### src/hdl/mrb_pkg.sv
// constants, types and register map of the reset, brown-out and idle block
`default_nettype none
package mrb_pkg;
    // bus geometry
    localparam int WB_ADR_W = 8;
    localparam int WB_DAT_W = 32;
    localparam int WB_SEL_W = 4;
    localparam int REG_W = 8;
    // register byte addresses
    localparam logic [WB_ADR_W-1:0] ADR_AUX_IRQ_EN = 8'hE8;
    localparam logic [WB_ADR_W-1:0] ADR_POWER_CTRL = 8'hF0;
    localparam logic [WB_ADR_W-1:0] ADR_FLASH_CFG = 8'hF4;
    localparam logic [WB_ADR_W-1:0] ADR_WDOG_CTRL = 8'hF8;
    localparam logic [WB_ADR_W-1:0] ADR_STATUS = 8'hFC;
    // field positions
    localparam int IDLE_BIT = 0;
    localparam int POF_BIT = 4;
    localparam int SWR_BIT = 1;
    localparam int WATCHDOG_RESET_FLAG_BIT = 2;
    localparam int EBO_BIT = 3;
    localparam int ST_BOD_BIT = 0;
    localparam int ST_IDLE_BIT = 1;
    localparam int ST_RST_BIT = 2;
    localparam int ST_CAUSE_LSB = 4;
    // reset values
    localparam logic [REG_W-1:0] REG_RESET = 8'h00;
    // vectors
    localparam logic [15:0] RESET_VECTOR = 16'h0000;
    localparam logic [15:0] BOD_VECTOR = 16'h004B;
    // timing: clock and machine cycle
    localparam int CLK_HZ = 20_000_000;
    localparam int CLKS_PER_MCYC = 12;
    localparam int RST_PIN_MCYC = 2;
    localparam int RST_PIN_CLKS = RST_PIN_MCYC * CLKS_PER_MCYC;
    localparam int INT_RST_MCYC = 2;
    localparam int BOD_FILTER_CLKS = 4;
    // packed bus carriers
    typedef struct packed {
        logic cyc;
        logic stb;
        logic we;
        logic [WB_ADR_W-1:0] adr;
        logic [WB_SEL_W-1:0] sel;
        logic [WB_DAT_W-1:0] dat;
    } mrb_wb_req_s;
    typedef struct packed {
        logic ack;
        logic [WB_DAT_W-1:0] dat;
    } mrb_wb_rsp_s;
    // sequencer states and reset causes
    typedef enum logic [1:0] {ST_POWERUP, ST_RESET, ST_RUN} mrb_state_e;
    typedef enum logic [1:0] {
        CAUSE_POWER, CAUSE_PIN, CAUSE_SOFT, CAUSE_BOD
    } mrb_cause_e;
endpackage : mrb_pkg
`default_nettype wire

### src/hdl/mrb_reset_idle.sv
// reset qualification, brown-out handling and idle control with its registers
// Operation
// - reset restarts fetch at 0000H
// - strobes weakly pulled high during reset
// - reset leaves on-chip RAM untouched
// - every register reloads reset value; here the power-on and watchdog flags reload only at power-up
// - power-up reset weakly pulls ports high
// - power-on flag set, software clears
// - soft reset on soft bit rising
// - soft reset keeps soft bit, watchdog flag
// - brown-out needs four low clocks
// - brown-out without enable resets, 0000H
// - enabled brown-out interrupts at 004BH
// - enable cleared while active resets
// - idle halts program counter only
// - interrupt start or reset ends idle
// - resume after instruction entering idle
// - reset in idle acts like power-on
// - idle bit is power control bit0
// - strobes driven high during idle
//
// Chosen here: the Wishbone interface to the registers.
`default_nettype none
module mrb_reset_idle (
    input wire logic clk_i,
    input wire logic rst_i,
    input wire mrb_pkg::mrb_wb_req_s wb_req_i,
    output mrb_pkg::mrb_wb_rsp_s wb_rsp_o,
    input wire logic rst_pin_i,
    input wire logic osc_stable_i,
    input wire logic bod_below_i,
    input wire logic wdt_reset_i,
    input wire logic int_start_i,
    input wire logic core_ale_i,
    input wire logic core_program_store_strobe_n_n_i,
    output logic core_reset_o,
    output logic pc_load_o,
    output logic [15:0] pc_load_addr_o,
    output logic pc_halt_o,
    output logic brownout_irq_o,
    output logic [15:0] brownout_vector_o,
    output logic ale_o,
    output logic program_store_strobe_n_o,
    output logic strobe_weak_o,
    output logic port_pullup_o
);
    import mrb_pkg::*;

    ////////////////////////////////////////////////////////////////////////
    // declarations
    logic pin_meta, pin_sync; // reset pin synchroniser
    logic stab_meta, stab_sync; // oscillator-stable synchroniser
    logic bod_meta, bod_sync; // brown-out comparator synchroniser
    logic [3:0] mc_cnt; // clock count inside a machine cycle
    logic mc_tick; // one pulse per machine cycle
    logic [4:0] pin_cnt; // clocks the pin has been seen high
    logic pin_qual; // pin held long enough
    logic [2:0] bod_cnt; // clocks spent below threshold
    logic bod_active; // filtered brown-out condition
    logic bod_active_d; // previous value, for the rising edge
    logic ebo_d; // previous enable, for the falling edge
    logic [1:0] hold_cnt; // machine cycles of internal reset
    mrb_state_e state; // sequencer state
    mrb_cause_e cause; // what caused the current reset
    logic in_reset; // core held in reset
    logic [REG_W-1:0] aux_irq_enable_reg;
    logic idle_request_bit;
    logic power_on_flag;
    logic soft_reset_bit;
    logic watchdog_reset_flag;
    logic wb_fire; // request taken this cycle
    logic wr_en; // write to lane 0
    logic [REG_W-1:0] wdat; // write byte
    logic soft_trig, bod_trig, pin_trig, wdt_trig, any_trig;
    logic brownout_irq_enable;
    logic [REG_W-1:0] status_byte;
    logic [REG_W-1:0] rd_byte;

    assign in_reset = (state != ST_RUN);
    assign brownout_irq_enable = aux_irq_enable_reg[EBO_BIT];
    assign wb_fire = wb_req_i.cyc & wb_req_i.stb & ~wb_rsp_o.ack;
    assign wr_en = wb_fire & wb_req_i.we & wb_req_i.sel[0];
    assign wdat = wb_req_i.dat[REG_W-1:0];

    ////////////////////////////////////////////////////////////////////////
    // input synchronisers: the first stage feeds only the second
    always_ff @(posedge clk_i) begin
        if (rst_i) begin
            pin_meta <= 1'b0;
            pin_sync <= 1'b0;
            stab_meta <= 1'b0;
            stab_sync <= 1'b0;
            bod_meta <= 1'b0;
            bod_sync <= 1'b0;
        end else begin
            pin_meta <= rst_pin_i;
            pin_sync <= pin_meta;
            stab_meta <= osc_stable_i;
            stab_sync <= stab_meta;
            bod_meta <= bod_below_i;
            bod_sync <= bod_meta;
        end
    end

    ////////////////////////////////////////////////////////////////////////
    // machine cycle divider, an enable pulse every twelve clocks
    always_ff @(posedge clk_i) begin
        if (rst_i || mc_tick) begin
            mc_cnt <= '0;
        end else begin
            mc_cnt <= mc_cnt + 4'h1;
        end
    end
    assign mc_tick = (mc_cnt == 4'(CLKS_PER_MCYC - 1));

    ////////////////////////////////////////////////////////////////////////
    // pin qualification: counts only once the oscillator is stable, so a
    // pin held through start-up alone does not reset a second time early
    always_ff @(posedge clk_i) begin
        if (rst_i || !pin_sync || !stab_sync) begin
            pin_cnt <= '0;
        end else if (!pin_qual) begin
            pin_cnt <= pin_cnt + 5'h01;
        end
    end
    assign pin_qual = (pin_cnt == 5'(RST_PIN_CLKS));

    ////////////////////////////////////////////////////////////////////////
    // brown-out glitch filter: four consecutive low clocks
    always_ff @(posedge clk_i) begin
        if (rst_i || !bod_sync) begin
            bod_cnt <= '0;
        end else if (!bod_active) begin
            bod_cnt <= bod_cnt + 3'h1;
        end
    end
    assign bod_active = (bod_cnt == 3'(BOD_FILTER_CLKS));

    // edge history for brown-out and its enable
    always_ff @(posedge clk_i) begin
        if (rst_i) begin
            bod_active_d <= 1'b0;
            ebo_d <= 1'b0;
        end else begin
            bod_active_d <= bod_active;
            ebo_d <= brownout_irq_enable;
        end
    end

    ////////////////////////////////////////////////////////////////////////
    // reset triggers; internal ones are ignored while already in reset
    assign pin_trig = pin_qual;
    assign soft_trig = wr_en && (wb_req_i.adr == ADR_FLASH_CFG)
        && wdat[SWR_BIT] && !soft_reset_bit;
    // default brown-out action is a reset unless the interrupt is enabled
    assign bod_trig = (bod_active && !bod_active_d && !brownout_irq_enable)
        || (bod_active && ebo_d && !brownout_irq_enable);
    assign wdt_trig = wdt_reset_i;
    assign any_trig = !in_reset && (soft_trig || bod_trig || wdt_trig);

    ////////////////////////////////////////////////////////////////////////
    // sequencer: power-up waits for the oscillator, reset holds the core
    always_ff @(posedge clk_i) begin
        if (rst_i) begin
            state <= ST_POWERUP;
            cause <= CAUSE_POWER;
            hold_cnt <= '0;
        end else begin
            unique case (state)
                ST_POWERUP: begin
                    if (stab_sync) begin
                        state <= ST_RESET;
                        hold_cnt <= '0;
                    end
                end
                ST_RESET: begin
                    // pin keeps the core in reset as long as it is high
                    if (pin_sync) begin
                        hold_cnt <= '0;
                    end else if (hold_cnt == 2'(INT_RST_MCYC)) begin
                        state <= ST_RUN;
                    end else if (mc_tick) begin
                        hold_cnt <= hold_cnt + 2'h1;
                    end
                end
                ST_RUN: begin
                    if (pin_trig) begin
                        state <= ST_RESET;
                        cause <= CAUSE_PIN;
                        hold_cnt <= '0;
                    end else if (any_trig) begin
                        state <= ST_RESET;
                        cause <= soft_trig ? CAUSE_SOFT : CAUSE_BOD;
                        hold_cnt <= '0;
                    end
                end
            endcase
        end
    end

    ////////////////////////////////////////////////////////////////////////
    // auxiliary interrupt enable: plain storage, cleared by every reset
    always_ff @(posedge clk_i) begin
        if (rst_i || in_reset) begin
            aux_irq_enable_reg <= REG_RESET;
        end else if (wr_en && wb_req_i.adr == ADR_AUX_IRQ_EN) begin
            aux_irq_enable_reg <= wdat;
        end
    end

    // idle bit: a write in the same cycle as interrupt start wins, so an
    // idle entry is never dropped; the core then leaves on the next start
    always_ff @(posedge clk_i) begin
        if (rst_i || in_reset) begin
            idle_request_bit <= 1'b0;
        end else if (wr_en && wb_req_i.adr == ADR_POWER_CTRL) begin
            idle_request_bit <= wdat[IDLE_BIT];
        end else if (int_start_i) begin
            idle_request_bit <= 1'b0;
        end
    end

    // power-on flag: only power-up sets it; kept by every later reset
    always_ff @(posedge clk_i) begin
        if (rst_i) begin
            power_on_flag <= 1'b1;
        end else if (wr_en && wb_req_i.adr == ADR_POWER_CTRL
                     && !wdat[POF_BIT]) begin
            power_on_flag <= 1'b0;
        end
    end

    // soft reset bit survives the reset it triggered
    always_ff @(posedge clk_i) begin
        if (rst_i || (in_reset && cause != CAUSE_SOFT)) begin
            soft_reset_bit <= 1'b0;
        end else if (in_reset) begin
            soft_reset_bit <= soft_reset_bit;
        end else if (wr_en && wb_req_i.adr == ADR_FLASH_CFG) begin
            soft_reset_bit <= wdat[SWR_BIT];
        end
    end

    // watchdog flag: hardware set wins over a software clear
    always_ff @(posedge clk_i) begin
        if (rst_i) begin
            watchdog_reset_flag <= 1'b0;
        end else if (wdt_reset_i) begin
            watchdog_reset_flag <= 1'b1;
        end else if (wr_en && wb_req_i.adr == ADR_WDOG_CTRL
                     && !wdat[WATCHDOG_RESET_FLAG_BIT]) begin
            watchdog_reset_flag <= 1'b0;
        end
    end

    ////////////////////////////////////////////////////////////////////////
    // read mux; unmapped addresses read zero and still acknowledge
    always_comb begin
        status_byte = '0;
        status_byte[ST_BOD_BIT] = bod_active;
        status_byte[ST_IDLE_BIT] = idle_request_bit;
        status_byte[ST_RST_BIT] = in_reset;
        status_byte[ST_CAUSE_LSB +: 2] = cause;
        rd_byte = '0;
        case (wb_req_i.adr)
            ADR_AUX_IRQ_EN: rd_byte = aux_irq_enable_reg;
            ADR_POWER_CTRL: begin
                rd_byte[IDLE_BIT] = idle_request_bit;
                rd_byte[POF_BIT] = power_on_flag;
            end
            ADR_FLASH_CFG: rd_byte[SWR_BIT] = soft_reset_bit;
            ADR_WDOG_CTRL: rd_byte[WATCHDOG_RESET_FLAG_BIT] = watchdog_reset_flag;
            ADR_STATUS: rd_byte = status_byte;
            default: rd_byte = '0;
        endcase
    end

    // classic slave: ack one clock after the request, one cycle wide
    always_ff @(posedge clk_i) begin
        if (rst_i) begin
            wb_rsp_o <= '0;
        end else begin
            wb_rsp_o.ack <= wb_fire;
            if (wb_fire && !wb_req_i.we) begin
                wb_rsp_o.dat <= {{(WB_DAT_W-REG_W){1'b0}}, rd_byte};
            end
        end
    end

    ////////////////////////////////////////////////////////////////////////
    // core controls; no RAM clear exists here, so resets keep RAM
    always_ff @(posedge clk_i) begin
        if (rst_i) begin
            core_reset_o <= 1'b1;
            pc_load_o <= 1'b0;
            pc_load_addr_o <= RESET_VECTOR;
            pc_halt_o <= 1'b0;
            brownout_irq_o <= 1'b0;
            brownout_vector_o <= BOD_VECTOR;
        end else begin
            core_reset_o <= in_reset;
            // vector load as reset ends; idle exit never reloads
            pc_load_o <= (state == ST_RESET) && !pin_sync
                && (hold_cnt == 2'(INT_RST_MCYC));
            pc_load_addr_o <= RESET_VECTOR;
            pc_halt_o <= idle_request_bit;
            brownout_irq_o <= bod_active && brownout_irq_enable && !in_reset;
            brownout_vector_o <= BOD_VECTOR;
        end
    end

    // strobes: weak high in reset, driven high in idle, else the core's
    always_ff @(posedge clk_i) begin
        if (rst_i) begin
            ale_o <= 1'b1;
            program_store_strobe_n_o <= 1'b1;
            strobe_weak_o <= 1'b1;
            port_pullup_o <= 1'b1;
        end else begin
            ale_o <= (in_reset || idle_request_bit) ? 1'b1
                : core_ale_i;
            program_store_strobe_n_o <= (in_reset || idle_request_bit)
                ? 1'b1 : core_program_store_strobe_n_n_i;
            strobe_weak_o <= in_reset;
            port_pullup_o <= in_reset && (cause == CAUSE_POWER
                || cause == CAUSE_PIN);
        end
    end
endmodule : mrb_reset_idle
`default_nettype wire

### config.mk
export PLATFORM = sky130hd
export DESIGN_NAME = mrb_reset_idle
export DESIGN_NICKNAME = d
export VERILOG_FILES = /design/src/hdl/mrb_pkg.sv /design/src/hdl/mrb_reset_idle.sv
export SDC_FILE = /design/constraint.sdc
export NUM_CORES = 1
export LEC_CHECK = 0
export BUFFER_PORTS_ARGS = -buffer_cell sky130_fd_sc_hd__buf_2
export CAP_MARGIN = 20
export CORE_ASPECT_RATIO = 0.6
export CORE_UTILIZATION = 46
export CTS_CLUSTER_DIAMETER = 150
export DETAILED_ROUTE_END_ITERATION = 12
export HOLD_SLACK_MARGIN = 0.02
export PLACE_DENSITY = 0.92
export SYNTH_ARGS = -nofsm -noshare
export SYNTH_HDL_FRONTEND = slang
export SYNTH_SLANG_ARGS = --single-unit
### constraint.sdc
create_clock -name clk_i -period 2.9 [get_ports clk_i]
set_clock_uncertainty 0.2 [all_clocks]
set_input_delay 0.58 -clock clk_i [delete_from_list [all_inputs] [get_ports clk_i]]
set_output_delay 0.58 -clock clk_i [all_outputs]
set_load 0.01 [all_outputs]
* Yosys cells after proc, flatten, opt, wreduce, memory -nomap -nowiden *
Index checks and enable logic that the tools add are counted.

word-level totals
  register bits after elaboration = 54
  input port bits = 56
  output and inout bits = 73
  word-level logic and storage cells = 135

cells by class
  $add $sub $neg = 4
  equal/unequal tests = 20
  muxes and demuxes = 26
  bitwise operators = 6
  reductions and logical operators = 51

operators by type and width
  cell                 number
  $eq 8x8->1 const B   5
  $mux 2               13
  $logic_and 1x1->1    20
  $pmux 1 s3           4
  $pmux 2 s3           2
  $logic_or 1x1->1     11
  $logic_not 1->1      10
  $ne 3x3->1 const B   3
  $ne 2x2->1 const B   4
  $reduce_and 4->1     2
  $mux 1               6
  $pmux 3 s2           1
  $reduce_bool 2->1    3
  $add 5x1->5 const B  1
  $eq 5x5->1 const B   1
  $add 4x1->4 const B  1
  $and 1x1->1          4
  $eq 2x1->1 const B   2
  $eq 2x2->1 const B   2
  $eq 4x4->1 const B   1
  $logic_not 2->1      2
  $reduce_and 2->1     2
  $add 3x1->3 const B  1
  $eq 3x3->1 const B   1
  other kinds (4)      5

* Longest topological paths before layout *
  depth after elaboration = 13
  mapped depth = 7
  mapped depth without buffers = 7

* Least setup slack after synthesis *
Ideal clock, no wire load.

  path kind = in2reg
  start = input wb_req_i[36] (netlist bit)
  end = register hold_cnt[1]
  setup time = 0.071 ns
  data arrival time = 2.105 ns
  required time = 2.629 ns
  path slack = 0.525 ns
  cell stages on the path = 5
  buffers on the path = 0
  cells stage by stage = nand3b_1 -> or4_4 -> o21a_1 -> or4_1 -> a21oi_1

on the way
  word-level cells in the longest chain between the ends = 9

RTL lines
  element                         line                   text
  start, declared                 mrb_reset_idle.sv:27   input wire mrb_pkg::mrb_wb_req_s wb_req_i,
  $eq 8x8->1                      mrb_reset_idle.sv:153  assign soft_trig = wr_en && (wb_req_i.adr == ADR_FLASH_CFG)
  $logic_and 1x1->1               mrb_reset_idle.sv:153
  $logic_and 1x1->1 (2 in a row)  mrb_reset_idle.sv:154  && wdat[SWR_BIT] && !soft_reset_bit;
  $logic_or 1x1->1 (2 in a row)   mrb_reset_idle.sv:159  assign any_trig = !in_reset && (soft_trig || bod_trig || wdt_trig);
  $logic_and 1x1->1               mrb_reset_idle.sv:159
  $ne 3x3->1 (no line)            --
  $reduce_and 4->1 (no line)      --
  end signal, assigned            mrb_reset_idle.sv:183  hold_cnt <= hold_cnt + 2'h1;
  end, declared                   mrb_reset_idle.sv:62   logic [1:0] hold_cnt;

No other way between the ends.
A chain may end at the register's enable or synchronous reset.

* Final worst setup path *
  start = register pin_cnt[0]
  end = register hold_cnt[0]

on the way
  word-level cells in the longest chain between the ends = 3
  elaborated cells on any way between the ends = 5
  classes of those cells = 2 x eq/ne; 2 x mux; 1 x reduce/logical

RTL lines
  element                                                   line                   text
  start, declared                                           mrb_reset_idle.sv:56   logic [4:0] pin_cnt;
  start signal, assigned                                    mrb_reset_idle.sv:123  pin_cnt <= pin_cnt + 5'h01;
  $eq 5x5->1 *                                              mrb_reset_idle.sv:126  assign pin_qual = (pin_cnt == 5'(RST_PIN_CLKS));
  $ne 3x3->1 (no line) or $mux 2 (tied branches)            --
  $reduce_and 4->1 (no line) or $pmux 2 s3 (tied branches)  --

Every way passes the cells marked *; elsewhere a longest branch is shown, timed or not.

==> results.json <==
{
  "post_cts_buffers": 0,
  "peakVddDrop_v": 0.000250,
  "port_buffers": 45,
  "fp.dieW_um": 100,
  "first_global_vias": 1731,
  "place_congestion": 0.871,
  "relSlewSlack": 0.536,
  "grt_pass1_wl_um": 7610,
  "htreeDepth": 2,
  "clockRootBuffer": "clkbuf_8",
  "crit_type": "register to register",
  "cts_sinks": 54,
  "worst_slew_pin_slew_ns": 0.679,
  "synth_ff_type": "dfxtp_1",
  "clockBufferDepth": 2,
  "syn_to_final_growth_pct": 7.30,
  "layout_min_cycle_time_ns": 2.46,
  "routed_via_density": 4.70,
  "setup_violations": 0,
  "cp_data_required_time_ns": 2.89,
  "clkTransAtPathRegs_ns": 0.09,
  "grt-ovfl-total": 0,
  "yosysWarnings": 0,
  "cts_tree": "yes",
  "regArea_um2": 1080,
  "synth_cell_type_count": 42,
  "antenna_found_initial": 0,
  "maxCapViolCount": 0,
  "wl_per_cell_um": 11.6,
  "start_util": 0.478,
  "startpoint_type": "register",
  "p_int_w": 0.00104,
  "min-delay-start": "stab_meta",
  "cpPeakStageDelay_ns": 0.65,
  "first_pass_iters": 4,
  "clockPowerShare": 0.358,
  "path_cells": "inv_1 -> ha_1 -> and4b_1 -> a2111oi_0 -> o21a_1 -> nor2_1 -> mux2_2",
  "num_rows": 21,
  "regToRegStartpoint": "pin_cnt[0]",
  "rsz0062_at_grt": "false",
  "timing.final.ws_setup_ns": 0.438,
  "hold_violations": 0,
  "routed_wl_um": 4970,
  "synthCells": 303,
  "die_y_um": 61.1,
  "ys_seq_area_frac": 0.404,
  "tns_ns": 0,
  "nFillCells": 526,
  "p_comb_frac": 0.082,
  "final_antenna_net_count": 0,
  "synthArstFlopShare": 0,
  "grt_util_all_layers": 0.163,
  "finalMaxSlewViolations": 0,
  "dp_hpwl_um": 3820,
  "power.density_nw_per_um2": 471,
  "synth-edff-count": 0,
  "syn_avg_cell_area_um2": 8.83,
  "drive_gt1_frac": 0.175,
  "fmax_mhz": 406,
  "worstPathMaxFanout": 5,
  "leakage_nw": 1.21,
  "slowest_stage": "a2111oi_0",
  "diodes": 0,
  "netlist_top_cells_area": "dfxtp_1 (40%), buf_4 (16%), nor2_1 (5.3%)",
  "swShare": 0.227,
  "switching_power_w": 0.000307,
  "dp_slack_ns": 0.271,
  "drc": 0,
  "crit_start": "pin_cnt[0]",
  "syn_area_um2": 2680,
  "synth_top_area_share": 0.404,
  "cts_buffers": 5,
  "status": "finished, final reports clean",
  "grt_max_degree": 37,
  "coreArea_um2": 5600,
  "synth_largest_area_cell": "dfxtp_1",
  "hold_class": "register to register",
  "multi_input_area_um2": 1320,
  "arrival_ns": 2.46,
  "timing.final.crit_share": 0.849,
  "synth-seq-cells": 54,
  "clk_latency_ns": 0.31,
  "seqPwrFrac": 0.560,
  "end_kind": "register",
  "die-area_um2": 6130,
  "drt_first_iter_violations": 96,
  "final_nets": 409,
  "largest_reg_flops": 9,
  "post_cts_resized": 0,
  "ios": 129,
  "cts_hold_buffers": 0,
  "route.vias.total": 2012
}
[power groups by stage]
stage                     Combinational, W  Clock, W  Sequential, W
after floorplan                   0.000130         0       0.000773
after global placement            0.000105         0       0.000774
after detailed placement          0.000109         0       0.000774
after CTS                         0.000110  0.000495       0.000757
after global routing              0.000127  0.000524       0.000758
final                             0.000111  0.000484       0.000757
[area by class of cell]
type	instances	share of cell area
Clock buffer	7	0.0266
Clock inverter	1	0.0105
Inverter	7	0.00915
Multi-Input combinational cell	232	0.459
Sequential cell	54	0.377
Tap cell	80	0.0349
Timing Repair Buffer	47	0.0837
[metal layers]
metal  track usage  vias up  routed length, um  part of all wire
met5             0        -                  0                 0
met4        0.0725        0                 77             0.015
met3        0.0488        9                322             0.065
met2         0.256       69               2220              0.45
met1         0.212      940               2350              0.47
li1              -      994                  -                 -
[synthesized netlist by cell type (2+ instances only)]
cell	instances
nor2b_1	9
nand2b_1	8
o21a_1	2
nor2_1	38
dfxtp_1	54
nand2_1	16
conb_1	2
nand3_1	6
nor3_1	6
or3_1	2
a22oi_1	7
xnor2_1	3
and3b_1	2
nand4b_1	2
mux2i_1	10
nand4_1	4
ha_1	6
xor2_1	2
buf_4	57
a21oi_1	15
or2_2	3
clkbuf_1	7
inv_1	7
nor3b_1	4
o21ai_0	9
nand3b_1	6
[cells in the final DEF, fill, tap and decap left out, types with 2 or more instances in the layout]
cell type / synthesis / final
nor2b_1: 9 / 9
conb_1: 2 / 56
a22oi_1: 7 / 7
buf_2: 0 / 45
mux2i_1: 10 / 10
clkbuf_1: 7 / 2
nand3b_1: 6 / 6
nand2_1: 16 / 16
nor3b_1: 4 / 4
ha_1: 6 / 6
buf_4: 57 / 2
inv_1: 7 / 7
nand2b_1: 8 / 8
clkbuf_8: 0 / 5
xnor2_1: 3 / 3
or2_2: 3 / 3
o21a_1: 2 / 2
o21ai_0: 9 / 9
or3_1: 2 / 2
nand4_1: 4 / 4
nor2_1: 38 / 38
dfxtp_1: 54 / 54
and3b_1: 2 / 2
xor2_1: 2 / 2
nand3_1: 6 / 6
a21oi_1: 15 / 15
nand4b_1: 2 / 2
nor3_1: 6 / 6
[through the flow]
stage                     area (um2)  utilization  hold slack (ns)  power [W]  std cells
after floorplan                 2880            -            0.214   0.000903        357
after global placement          2760        0.494            0.222   0.000879        420
after detailed placement        2760        0.494            0.227   0.000884        420
after CTS                       2870        0.513            0.244    0.00136        428
after global routing            2870        0.513            0.252    0.00141        428
final                           2870        0.513            0.246    0.00135        428
[critical path, delay by kind of cell (launching register included)]
kind                       cells  cell delay (ns)
DFF                            1             0.38
muxes                          1             0.27
buffers and inverters          1             0.07
and+or+nand+nor                2             0.31
AOI/OAI and AO/OA              2             0.91
adders and majority gates      1             0.20
[final timing paths]
kind | end | cells after the start | slack (ns)
min reg2reg | stab_sync | 1 | 0.25
max reg2reg | hold_cnt[0] | 7 | 0.44
max | hold_cnt[0] | 7 | 0.44
min | stab_sync | 1 | 0.25
[kinds of logic after synthesis]
family / after synthesis / share of synthesized area
multiplexers: 11 / 0.0416
adder cells (fa/ha/maj): 6 / 0.0281
flip-flops: 54 / 0.404
buffers and inverters: 71 / 0.180
AO/OA/AOI/OAI: 41 / 0.0954
XOR/XNOR: 5 / 0.0164
AND/OR/NAND/NOR: 113 / 0.232
other: 2 / 0.00281
Note: power is estimated with default switching activity, not from simulation.
